$ cat src/ihpi_pkg.sv
package ihpi_pkg;

	// Every host-side and bypass pin, as seen after the input synchroniser
	typedef struct packed {
		logic        cs_n;
		logic        rd_pin;
		logic        wr_pin;
		logic [2:0]  index;
		logic        strap;
		logic        byp_cs_n;
		logic        byp_sck;
		logic        byp_sdi;
		logic        byp_cmd;
		logic [15:0] hdata;
		logic [15:0] pdata;
	} ihpi_pins_t;

	localparam int IHPI_PINS_W = $bits(ihpi_pins_t);

	// Idle pin levels: strobes and chip selects high, everything else low, command select included
	localparam ihpi_pins_t IHPI_PINS_RST = '{
		cs_n:     1'b1,
		rd_pin:   1'b1,
		wr_pin:   1'b1,
		index:    3'h0,
		strap:    1'b0,
		byp_cs_n: 1'b1,
		byp_sck:  1'b0,
		byp_sdi:  1'b0,
		byp_cmd:  1'b0,
		hdata:    16'h0000,
		pdata:    16'h0000
	};

	typedef struct packed {
		logic enable;
		logic serial;
		logic second;
	} ihpi_bypass_t;

	localparam logic [15:0] IHPI_MISC_CFG_ADDR = 16'h0014;
	localparam logic [15:0] IHPI_SYNC_CFG_ADDR = 16'h0198;
	localparam int          IHPI_PULL_CTRL_BIT = 4;
	localparam int          IHPI_SYNC_EN_BIT   = 0;
	localparam int          IHPI_SYNC_INV_BIT  = 1;
	localparam int          IHPI_STRAP_WAIT    = 4;

	localparam logic        IHPI_STYLE_80      = 1'b0;
	localparam logic        IHPI_STYLE_68      = 1'b1;
	localparam logic        IHPI_PULL_RST      = 1'b1;
	localparam logic        IHPI_CS_OFF        = 1'b1;
	localparam logic [15:0] IHPI_DATA_RST      = 16'h0000;
	localparam logic [2:0]  IHPI_INDEX_RST     = 3'h0;

	typedef enum logic [2:0] {
		IHPI_IDLE  = 3'h1,
		IHPI_READ  = 3'h2,
		IHPI_WRITE = 3'h4
	} ihpi_state_t;

endpackage

$ cat src/ihpi_host_pins.sv
`timescale 1ns/1ns
// Behaviour
// - Three-bit host index selects which indirect register port an access reaches.
// - Sixteen-bit two-way host data bus, released while reset is held.
// - Active-low host chip select qualifies every host register access.
// - Read pin is read enable with strap 0, data strobe with strap 1.
// - Write pin is write enable with strap 0, read/write direction with strap 1.
// - Interrupt output rises on internal event, falls on host clear, low in reset.
// - Reset returns all state to defaults and all outputs to inactive levels, except the pull enables, which reset on.
// - Frame sync appears on host sync output as sync configuration dictates.
// - In bypass, bypass chip select passes to first or second panel select.
// - Bypass chip select pull-up follows the bypass pull control bit.
// - In serial bypass with second panel selected, host serial clock passes to second panel.
// - In bypass with second panel selected, command select input passes through to second panel.
// - Pull-downs on serial clock and command select enabled for parallel host.
// - Those pull-downs follow the same bypass pull control bit.
// - In serial bypass with second panel selected, host serial data passes to second panel.
// - In parallel bypass, host write strobe drives the panel frame pin.
// - In parallel bypass, bypass command select drives the panel line pin.
// - In parallel bypass, host data crosses the panel data pins both ways.
module ihpi_host_pins (
	input  wire logic                  clk,
	input  wire logic                  rst_n,
	input  wire logic [2:0]            host_port_index,
	input  wire logic                  host_cs_n,
	input  wire logic                  host_rd_pin,
	input  wire logic                  host_wr_pin,
	input  wire logic                  bus_style_strap,
	input  wire logic [15:0]           host_data_bus_i,
	output logic      [15:0]           host_data_bus_o,
	output logic                       host_data_bus_oe,
	output logic                       host_irq,
	output logic                       host_sync_out,
	input  wire logic                  bypass_chip_select_n,
	input  wire logic                  bypass_sck,
	input  wire logic                  bypass_sdi,
	input  wire logic                  bypass_cmd_select,
	output logic                       bypass_cs_pullup_en,
	output logic                       bypass_pulldown_en,
	input  wire logic [15:0]           misc_cfg,
	input  wire logic [15:0]           sync_cfg,
	input  wire ihpi_pkg::ihpi_bypass_t bypass_mode,
	input  wire logic                  irq_event,
	input  wire logic                  irq_clear,
	input  wire logic                  frame_sync,
	output logic      [2:0]            reg_index,
	output logic                       reg_wr_pulse,
	output logic      [15:0]           reg_wr_data,
	output logic                       reg_rd_pulse,
	input  wire logic [15:0]           reg_rd_data,
	input  wire logic                  normal_frame,
	input  wire logic                  normal_line,
	input  wire logic [15:0]           normal_pdata,
	output logic                       panel_frame_pin,
	output logic                       panel_line_pin,
	input  wire logic [15:0]           panel_data_pins_i,
	output logic      [15:0]           panel_data_pins_o,
	output logic                       panel_data_pins_oe,
	output logic                       first_panel_cs_n,
	output logic                       second_panel_cs_n,
	output logic                       second_panel_sck,
	output logic                       second_panel_sdo,
	output logic                       second_panel_cmd
);

	ihpi_pkg::ihpi_pins_t  raw;
	ihpi_pkg::ihpi_pins_t  p;
	ihpi_pkg::ihpi_state_t st_ff;
	ihpi_pkg::ihpi_state_t nxt_st;
	logic                  strap_ff;
	logic                  strap_taken_ff;
	logic [2:0]            strap_wait_ff;
	logic                  rd_req;
	logic                  wr_req;
	logic                  par_byp;
	logic                  ser_byp;
	logic                  byp_rd;
	logic                  byp_rd_ff;
	logic [2:0]            reg_index_ff;
	logic                  reg_wr_pulse_ff;
	logic [15:0]           reg_wr_data_ff;
	logic                  reg_rd_pulse_ff;
	logic [15:0]           hdata_o_ff;
	logic                  irq_ff;
	logic                  sync_out_ff;
	logic                  pullup_ff;
	logic                  pulldown_ff;
	logic                  frame_ff;
	logic                  line_ff;
	logic [15:0]           pdata_o_ff;
	logic                  first_cs_n_ff;
	logic                  second_cs_n_ff;
	logic                  sck_ff;
	logic                  sdo_ff;
	logic                  cmd_ff;

	function automatic logic style_rd(input logic style, input logic rd, input logic wr);
		return (style == ihpi_pkg::IHPI_STYLE_80) ? ~rd : (~rd & wr);
	endfunction
	function automatic logic style_wr(input logic style, input logic rd, input logic wr);
		return (style == ihpi_pkg::IHPI_STYLE_80) ? ~wr : (~rd & ~wr);
	endfunction

	assign raw = '{cs_n: host_cs_n, rd_pin: host_rd_pin, wr_pin: host_wr_pin,
		index: host_port_index, strap: bus_style_strap, byp_cs_n: bypass_chip_select_n,
		byp_sck: bypass_sck, byp_sdi: bypass_sdi, byp_cmd: bypass_cmd_select,
		hdata: host_data_bus_i, pdata: panel_data_pins_i};

	ihpi_pin_sync #(
		.W       (ihpi_pkg::IHPI_PINS_W),
		.RST_VAL (ihpi_pkg::IHPI_PINS_RST)
	) u_sync (
		.clk   (clk),
		.rst_n (rst_n),
		.din   (raw),
		.q_ff  (p)
	);

	// Strap is taken once the synchroniser has flushed its reset value, not at release
	always_ff @(posedge clk) begin
		if (!rst_n) begin
			strap_ff       <= ihpi_pkg::IHPI_STYLE_80;
			strap_taken_ff <= 1'b0;
			strap_wait_ff  <= 3'h0;
		end else if (!strap_taken_ff) begin
			strap_wait_ff <= strap_wait_ff + 3'h1;
			if (strap_wait_ff == 3'(ihpi_pkg::IHPI_STRAP_WAIT)) begin
				strap_ff       <= p.strap;
				strap_taken_ff <= 1'b1;
			end
		end
	end

	assign rd_req  = strap_taken_ff & ~p.cs_n & style_rd(strap_ff, p.rd_pin, p.wr_pin);
	assign wr_req  = strap_taken_ff & ~p.cs_n & style_wr(strap_ff, p.rd_pin, p.wr_pin);
	assign par_byp = bypass_mode.enable & ~bypass_mode.serial;
	assign ser_byp = bypass_mode.enable & bypass_mode.serial & bypass_mode.second;
	assign byp_rd  = par_byp & ~p.byp_cs_n & style_rd(strap_ff, p.rd_pin, p.wr_pin);

	// Read wins if a 80-style host ever asserts both strobes at once
	always_comb begin
		nxt_st = st_ff;
		case (st_ff)
			ihpi_pkg::IHPI_IDLE: begin
				if (rd_req) begin
					nxt_st = ihpi_pkg::IHPI_READ;
				end else if (wr_req) begin
					nxt_st = ihpi_pkg::IHPI_WRITE;
				end
			end
			ihpi_pkg::IHPI_READ: begin
				if (!rd_req) begin
					nxt_st = ihpi_pkg::IHPI_IDLE;
				end
			end
			ihpi_pkg::IHPI_WRITE: begin
				if (!wr_req) begin
					nxt_st = ihpi_pkg::IHPI_IDLE;
				end
			end
			default: begin
				nxt_st = ihpi_pkg::IHPI_IDLE;
			end
		endcase
	end

	always_ff @(posedge clk) begin
		if (!rst_n) begin
			st_ff <= ihpi_pkg::IHPI_IDLE;
		end else begin
			st_ff <= nxt_st;
		end
	end

	// Port index is latched at the start of an access and held until the next one
	always_ff @(posedge clk) begin
		if (!rst_n) begin
			reg_index_ff <= ihpi_pkg::IHPI_INDEX_RST;
		end else if (st_ff == ihpi_pkg::IHPI_IDLE && (rd_req || wr_req)) begin
			reg_index_ff <= p.index;
		end
	end

	// Write data commits at strobe release, so the host's final bus value is the one used
	always_ff @(posedge clk) begin
		if (!rst_n) begin
			reg_wr_data_ff  <= ihpi_pkg::IHPI_DATA_RST;
			reg_wr_pulse_ff <= 1'b0;
			reg_rd_pulse_ff <= 1'b0;
		end else begin
			if (st_ff == ihpi_pkg::IHPI_WRITE && wr_req) begin
				reg_wr_data_ff <= p.hdata;
			end
			reg_wr_pulse_ff <= (st_ff == ihpi_pkg::IHPI_WRITE) && !wr_req;
			reg_rd_pulse_ff <= (st_ff == ihpi_pkg::IHPI_IDLE) && rd_req;
		end
	end

	always_ff @(posedge clk) begin
		if (!rst_n) begin
			hdata_o_ff <= ihpi_pkg::IHPI_DATA_RST;
			byp_rd_ff  <= 1'b0;
		end else begin
			byp_rd_ff  <= byp_rd;
			hdata_o_ff <= (nxt_st == ihpi_pkg::IHPI_READ) ? reg_rd_data : p.pdata;
		end
	end

	// Bus released in reset and whenever no selected read is running
	assign host_data_bus_oe = rst_n & ((st_ff == ihpi_pkg::IHPI_READ) | byp_rd_ff);

	// Set wins over a clear arriving in the same cycle
	always_ff @(posedge clk) begin
		if (!rst_n) begin
			irq_ff <= 1'b0;
		end else if (irq_event) begin
			irq_ff <= 1'b1;
		end else if (irq_clear) begin
			irq_ff <= 1'b0;
		end
	end

	always_ff @(posedge clk) begin
		if (!rst_n) begin
			sync_out_ff <= 1'b0;
		end else begin
			sync_out_ff <= sync_cfg[ihpi_pkg::IHPI_SYNC_EN_BIT] &
				(frame_sync ^ sync_cfg[ihpi_pkg::IHPI_SYNC_INV_BIT]);
		end
	end

	// Pulls default on so floating bypass pins stay defined through reset
	always_ff @(posedge clk) begin
		if (!rst_n) begin
			pullup_ff   <= ihpi_pkg::IHPI_PULL_RST;
			pulldown_ff <= ihpi_pkg::IHPI_PULL_RST;
		end else begin
			pullup_ff   <= misc_cfg[ihpi_pkg::IHPI_PULL_CTRL_BIT];
			pulldown_ff <= misc_cfg[ihpi_pkg::IHPI_PULL_CTRL_BIT];
		end
	end

	always_ff @(posedge clk) begin
		if (!rst_n) begin
			frame_ff   <= 1'b0;
			line_ff    <= 1'b0;
			pdata_o_ff <= ihpi_pkg::IHPI_DATA_RST;
		end else begin
			frame_ff   <= par_byp ? p.wr_pin : normal_frame;
			line_ff    <= par_byp ? p.byp_cmd : normal_line;
			pdata_o_ff <= par_byp ? p.hdata : normal_pdata;
		end
	end

	always_ff @(posedge clk) begin
		if (!rst_n) begin
			first_cs_n_ff  <= ihpi_pkg::IHPI_CS_OFF;
			second_cs_n_ff <= ihpi_pkg::IHPI_CS_OFF;
			sck_ff         <= 1'b0;
			sdo_ff         <= 1'b0;
			cmd_ff         <= 1'b0;
		end else begin
			first_cs_n_ff  <= (bypass_mode.enable && !bypass_mode.second) ?
				p.byp_cs_n : ihpi_pkg::IHPI_CS_OFF;
			second_cs_n_ff <= (bypass_mode.enable && bypass_mode.second) ?
				p.byp_cs_n : ihpi_pkg::IHPI_CS_OFF;
			sck_ff         <= ser_byp & p.byp_sck;
			sdo_ff         <= ser_byp & p.byp_sdi;
			cmd_ff         <= bypass_mode.enable & bypass_mode.second & p.byp_cmd;
		end
	end

	assign host_data_bus_o    = hdata_o_ff;
	assign host_irq           = irq_ff;
	assign host_sync_out      = sync_out_ff;
	assign bypass_cs_pullup_en = pullup_ff;
	assign bypass_pulldown_en = pulldown_ff;
	assign reg_index          = reg_index_ff;
	assign reg_wr_pulse       = reg_wr_pulse_ff;
	assign reg_wr_data        = reg_wr_data_ff;
	assign reg_rd_pulse       = reg_rd_pulse_ff;
	assign panel_frame_pin    = frame_ff;
	assign panel_line_pin     = line_ff;
	assign panel_data_pins_o  = pdata_o_ff;
	assign panel_data_pins_oe = rst_n & ~byp_rd_ff;
	assign first_panel_cs_n   = first_cs_n_ff;
	assign second_panel_cs_n  = second_cs_n_ff;
	assign second_panel_sck   = sck_ff;
	assign second_panel_sdo   = sdo_ff;
	assign second_panel_cmd   = cmd_ff;
endmodule

$ cat src/ihpi_pin_sync.sv
`timescale 1ns/1ns
module ihpi_pin_sync #(
	parameter int           W       = 1,
	parameter logic [W-1:0] RST_VAL = '0
) (
	input  wire logic         clk,
	input  wire logic         rst_n,
	input  wire logic [W-1:0] din,
	output logic      [W-1:0] q_ff
);

	logic [W-1:0] s1_ff;
	logic [W-1:0] s2_ff;
	logic [W-1:0] s3_ff;

	always_ff @(posedge clk) begin
		if (!rst_n) begin
			s1_ff <= RST_VAL;
			s2_ff <= RST_VAL;
			s3_ff <= RST_VAL;
		end else begin
			s1_ff <= din;
			s2_ff <= s1_ff;
			s3_ff <= s2_ff;
		end
	end

	// A bit moves only once two stages agree, which also rejects a one-cycle glitch
	genvar i;
	generate
		for (i = 0; i < W; i++) begin : g_bit
			always_ff @(posedge clk) begin
				if (!rst_n) begin
					q_ff[i] <= RST_VAL[i];
				end else if (s2_ff[i] == s3_ff[i]) begin
					q_ff[i] <= s3_ff[i];
				end
			end
		end
	endgenerate

endmodule

$ cat config.mk
export PLATFORM = sky130hd
export DESIGN_NAME = ihpi_host_pins
export DESIGN_NICKNAME = d
export VERILOG_FILES = /design/src/ihpi_pkg.sv /design/src/ihpi_host_pins.sv /design/src/ihpi_pin_sync.sv
export SDC_FILE = /design/constraint.sdc
export NUM_CORES = 1
export LEC_CHECK = 0
export BUFFER_PORTS_ARGS = -buffer_cell sky130_fd_sc_hd__buf_2
export CAP_MARGIN = 25
export CORE_UTILIZATION = 50
export CTS_CLUSTER_SIZE = 40
export DETAILED_ROUTE_END_ITERATION = 8
export GPL_TIMING_DRIVEN = 0
export PLACE_DENSITY = 0.78
export SLEW_MARGIN = 10
export SYNTH_ARGS = -nofsm -noshare
export SYNTH_HDL_FRONTEND = slang
export SYNTH_SLANG_ARGS = --single-unit
$ cat constraint.sdc
create_clock -name clk -period 3.9 [get_ports clk]
set_input_delay 0.39 -clock clk [delete_from_list [all_inputs] [get_ports clk]]
set_output_delay 0.39 -clock clk [all_outputs]
set_load 0.01 [all_outputs]
# == Word level (Yosys, flattened, before mapping) ==
# Cells that the tools add are included.
# classes
add_sub_neg,1
n_eq_ne,48
mux,15
n_bitwise,26
n_reduce_logical,13
# ops
operator,n
$eq A1 B1 Y1,43
$mux W16,2
$and A1 B1 Y1,17
$mux W3,4
$pmux W3 S3,1
$mux W1,8
$not A1 Y1,7
$eq A3 B2 Y1 const B,2
$eq A3 B3 Y1 const B,2
$logic_and A1 B1 Y1,6
$reduce_and A2 Y1,3
$add A3 B1 Y3 const B,1
$eq A3 B1 Y1 const B,1
$logic_not A1 Y1,2
$reduce_bool A2 Y1,1
$logic_or A1 B1 Y1,1
$or A1 B1 Y1,1
$xor A1 B1 Y1,1
# word_totals
ff_bits,244
in_bits,117
output_inout_bits,66
elab_cells,170

# == Depth between registers and ports, before layout ==
# depth
ltp_word,9
ltp_mapped,7
depth_no_buf,6

# == By module ==
# A second synthesis with hierarchy kept.
# unflattened
hier_cells,764
hier_area_um2,7983.9
# by_module_without_submodules
mod,instances,cells_per_inst,area_each_um2,seq_area_each_um2
ihpi_pin_sync,1,449,5202.5,3443.3
ihpi_host_pins,1,315,2781.4,1441.4

# == Worst setup path after synthesis ==
# OpenSTA, ideal clock, no wires.
# synth_timing
path_kind,in2out
from,input port rst_n
to,output port panel_data_pins_oe
arrival_time_ns,1.176
required_time_ns,3.510
setup_slack_ns,2.334
path_stages,4
n_path_buf,3
cell_sequence,buf_2 -> buf_2 -> clkbuf_1 -> nor2b_1
# synth_between
elab_chain_cells,1
# synth_rtl
element,line,source
"start, declared",ihpi_host_pins.sv:23,"input wire logic rst_n,"
$and A1 B1 Y1,ihpi_host_pins.sv:285,assign panel_data_pins_oe = rst_n & ~byp_rd_ff;
"end, declared",ihpi_host_pins.sv:58,"output logic panel_data_pins_oe,"
# Every way passes these cells.

# == Worst setup path in the final report ==
# Same ends and word-level chain as after synthesis.

==> flow_metrics.py <==
metrics = {
    "sta": {
        "hold_ws_ps": 79.0,
        "hold_violations": 0,
        "setup_viol": 0,
        "period_share": 0.529,
        "period_minus_slack_ps": 2060,
        "tns_ps": 0,
        "max-slew-margin-rel": 0.539,
        "tightest_slew_ps": 691,
        "rsz0062_at_grt": "false",
        "fin_skew_ps": 13.5,
        "fmax_mhz": 485,
        "slew_violations": 0,
    },
    "worst_setup_path": {
        "rrSetupSlack_ps": 2300,
        "cp_max_fo": 10,
        "cp-end-kind": "primary output",
        "slowest_stage": "clkbuf_1",
        "critPathKind": "in2out",
        "crit_path_cell_trace": "buf_2, buf_2, clkbuf_1, nor2b_1, buf_2",
        "max_stage_delay_ps": 500,
        "required_ps": 3510,
        "crit_arrival_ps": 1670,
        "cp-start-kind": "primary input",
        "crit_path_frequent_cell": "buf_2",
    },
    "cts": {
        "root_buffer": "clkbuf_16",
        "clock_latency_ps": 500,
        "cts_setup_buffers": 0,
        "ctsResizeCount": 0,
        "cts_buffers": 23,
        "clockBufferDepth": 3,
        "cts_tree": "yes",
        "clock_sinks": 244,
        "path_clk_slew_ps": 60,
        "h-tree-depth": 1,
        "cts_hold_buf": 0,
    },
    "logic_synthesis": {
        "synth_enable_flop_cells": 0,
        "synth_top_family_by_area": "simple AND/OR/NAND/NOR gates",
        "synth-simple-area-share": 0.215,
        "syn_nets": 889,
        "synth_seq_cells": 244,
        "syn_area_per_cell_sq_um": 10.2,
        "yosysWarnings": 0,
        "synthCells": 770,
        "synth.cell_area_sq_mm": 0.00787,
        "ys_types": 38,
        "seq_area_frac_synth": 0.621,
        "synth_fa_ha_area_frac": 0.00318,
        "synthArstFlopShare": 0,
        "synthMuxAreaShare": 0.0229,
        "synthFlopType": "dfxtp_1",
        "synth_compound_area_frac": 0.105,
        "synth_xor_area_frac": 0.00334,
    },
    "cells_and_area": {
        "fillers": 1258,
        "fin_util": 0.631,
        "nNetsFinal": 1066,
        "drive_gt1_frac": 0.218,
        "area_growth_pct": 22.4,
        "regArea_sq_mm": 0.00488,
        "final_cell_area_sq_mm": 0.00963,
        "multi_input_area_sq_mm": 0.00275,
    },
    "global_routing": {
        "antenna_found_initial": 1,
        "grt_use_total": 0.210,
        "grt_overflow_total": 0,
        "grt_pass1_vias": 5470,
        "grt_max_degree": 16,
        "grt_pass1_wl_um": 27100,
    },
    "place": {
        "hpwl_um": 11500,
        "gp_congestion": 0.778,
        "io_buffers": 152,
        "place_area_sq_mm": 0.00889,
    },
    "floorplan": {
        "dieArea_sq_mm": 0.0162,
        "rows": 45,
        "io_pins": 183,
        "initial_core_util": 0.516,
        "die-height_um": 127,
        "core_area_sq_mm": 0.0153,
        "die_x_um": 127,
    },
    "route": {
        "drt_iter0_markers": 367,
        "drc": 0,
        "ant_nets": 0,
        "routed_wirelength_um": 16500,
        "post_drt_wl_per_cell_um": 14.1,
        "viasPerCell": 4.81,
        "dr.pass1.iters": 5,
        "num_vias": 5653,
    },
    "min_path": {
        "holdCritPathClass": "in2reg",
    },
    "flow_run": {
        "max-cap-violations": 0,
    },
    "power_and_ir_drop": {
        "p_comb_frac": 0.044,
        "finalPower_mw": 4.95,
        "p_int_mw": 3.92,
        "p_switching_mw": 1.03,
        "peakVddDrop_uv": 358,
        "p_sw_frac": 0.209,
        "pwr-share-clk": 0.433,
        "p_leak_nw": 4.00,
        "p_per_area_mw_per_mm2": 514,
        "power_frac_seq": 0.524,
    },
    "run_status": {
        "outcome": "complete, no violations",
    },
}
## cell usage after synthesis, types with 3 or more instances
cell      count  area, sq um
and3_1        4         25.0
nand2b_1     19          119
inv_1         4         15.0
nor3b_1       3         22.5
nand3_1      20          100
a21boi_1      7         52.6
dfxtp_1     244         4880
buf_2        11         55.1
mux2i_1      18          180
and2_1      120          751
nor3_1        3         15.0
a21oi_1       7         35.0
nor2_1        8         30.0
o21ai_1      16         80.1
clkbuf_1     25         93.8
a21boi_0     50          375
nand2_1     131          492
nor2b_1       7         43.8
o21ai_0      47          235
## layout make-up
cell class                 count  share of cell area
clock inverter                 8             0.00740
multi-input combinational    479               0.285
timing repair buffer         152              0.0790
inverter                       4             0.00156
antenna                        2            0.000520
clock buffer                  33              0.0688
buffer                        43              0.0231
sequential                   244               0.507
tap                          211              0.0274
## metal layers
layer  share of wire  GRT usage  vias up
met4           0.018     0.0539        0
met1            0.45      0.269     2601
met5               0          0        -
li1                -          -     2858
met3           0.053     0.0356       31
met2            0.47      0.367      163
## critical path, delay by kind of cell
kind,cells,cell delay (ps)
buffers and inverters,4,1070
and+or+nand+nor,1,210
## placed cells by master, fill, tap and decap left out, types with 7 or more instances in the layout
master and instances:
a21boi_0 50, a21boi_1 7, a21oi_1 7, and2_1 120, buf_2 163, clkbuf_1 30, clkbuf_16 23, dfxtp_1 244
mux2i_1 18, nand2_1 131, nand2b_1 19, nand3_1 20, nor2_1 8, nor2b_1 7, o21ai_0 47, o21ai_1 16
## path summary, 6_finish.rpt
path                                           end             start  cells past startpoint
worst min-delay path              u_sync.s1_ff[41]       host_rd_pin                      2
worst min register to register    u_sync.s2_ff[40]  u_sync.s1_ff[40]                      1
worst max register to register     reg_wr_data[11]          st_ff[2]                      5
worst max-delay path            panel_data_pins_oe             rst_n                      5
## through the flow
step | worst slack (ps) | instances
5_1_grt | 1720 | 1174
2_1_floorplan | 2330 | 770
6_report | 1840 | 1176
4_1_cts | 1770 | 1174
3_5_place_dp | 1770 | 1133
3_3_place_gp | 1790 | 1133
## logic make-up (layout without fill, tap and decap cells)
kind of cell,after synthesis,after routing
buffers and inverters,47,240
xor gates and xnor gates,3,3
AOI/OAI and AO/OA,132,132
DFF,244,244
adders and majority gates,2,2
and+or+nand+nor,324,324
muxes,18,18
other,0,2
## flip-flops by register name, indices dropped and copies added (netlist names), 3 cells and up
signal             cells
host_data_bus_o       16
panel_data_pins_o     16
reg_index              3
reg_wr_data           16
st_ff                  3
strap_wait_ff          3
u_sync.q_ff           43
u_sync.s1_ff          43
u_sync.s2_ff          43
u_sync.s3_ff          43
## power groups by stage
stage	clock network [mW]	registers, mW	logic (mW)
2_1_floorplan	0	2.65	0.113
3_3_place_gp	0	2.64	0.215
3_5_place_dp	0	2.65	0.218
4_1_cts	2.19	2.59	0.221
5_1_grt	2.30	2.60	0.244
6_report	2.14	2.59	0.216
No activity file was read; power rests on OpenSTA's default activity.
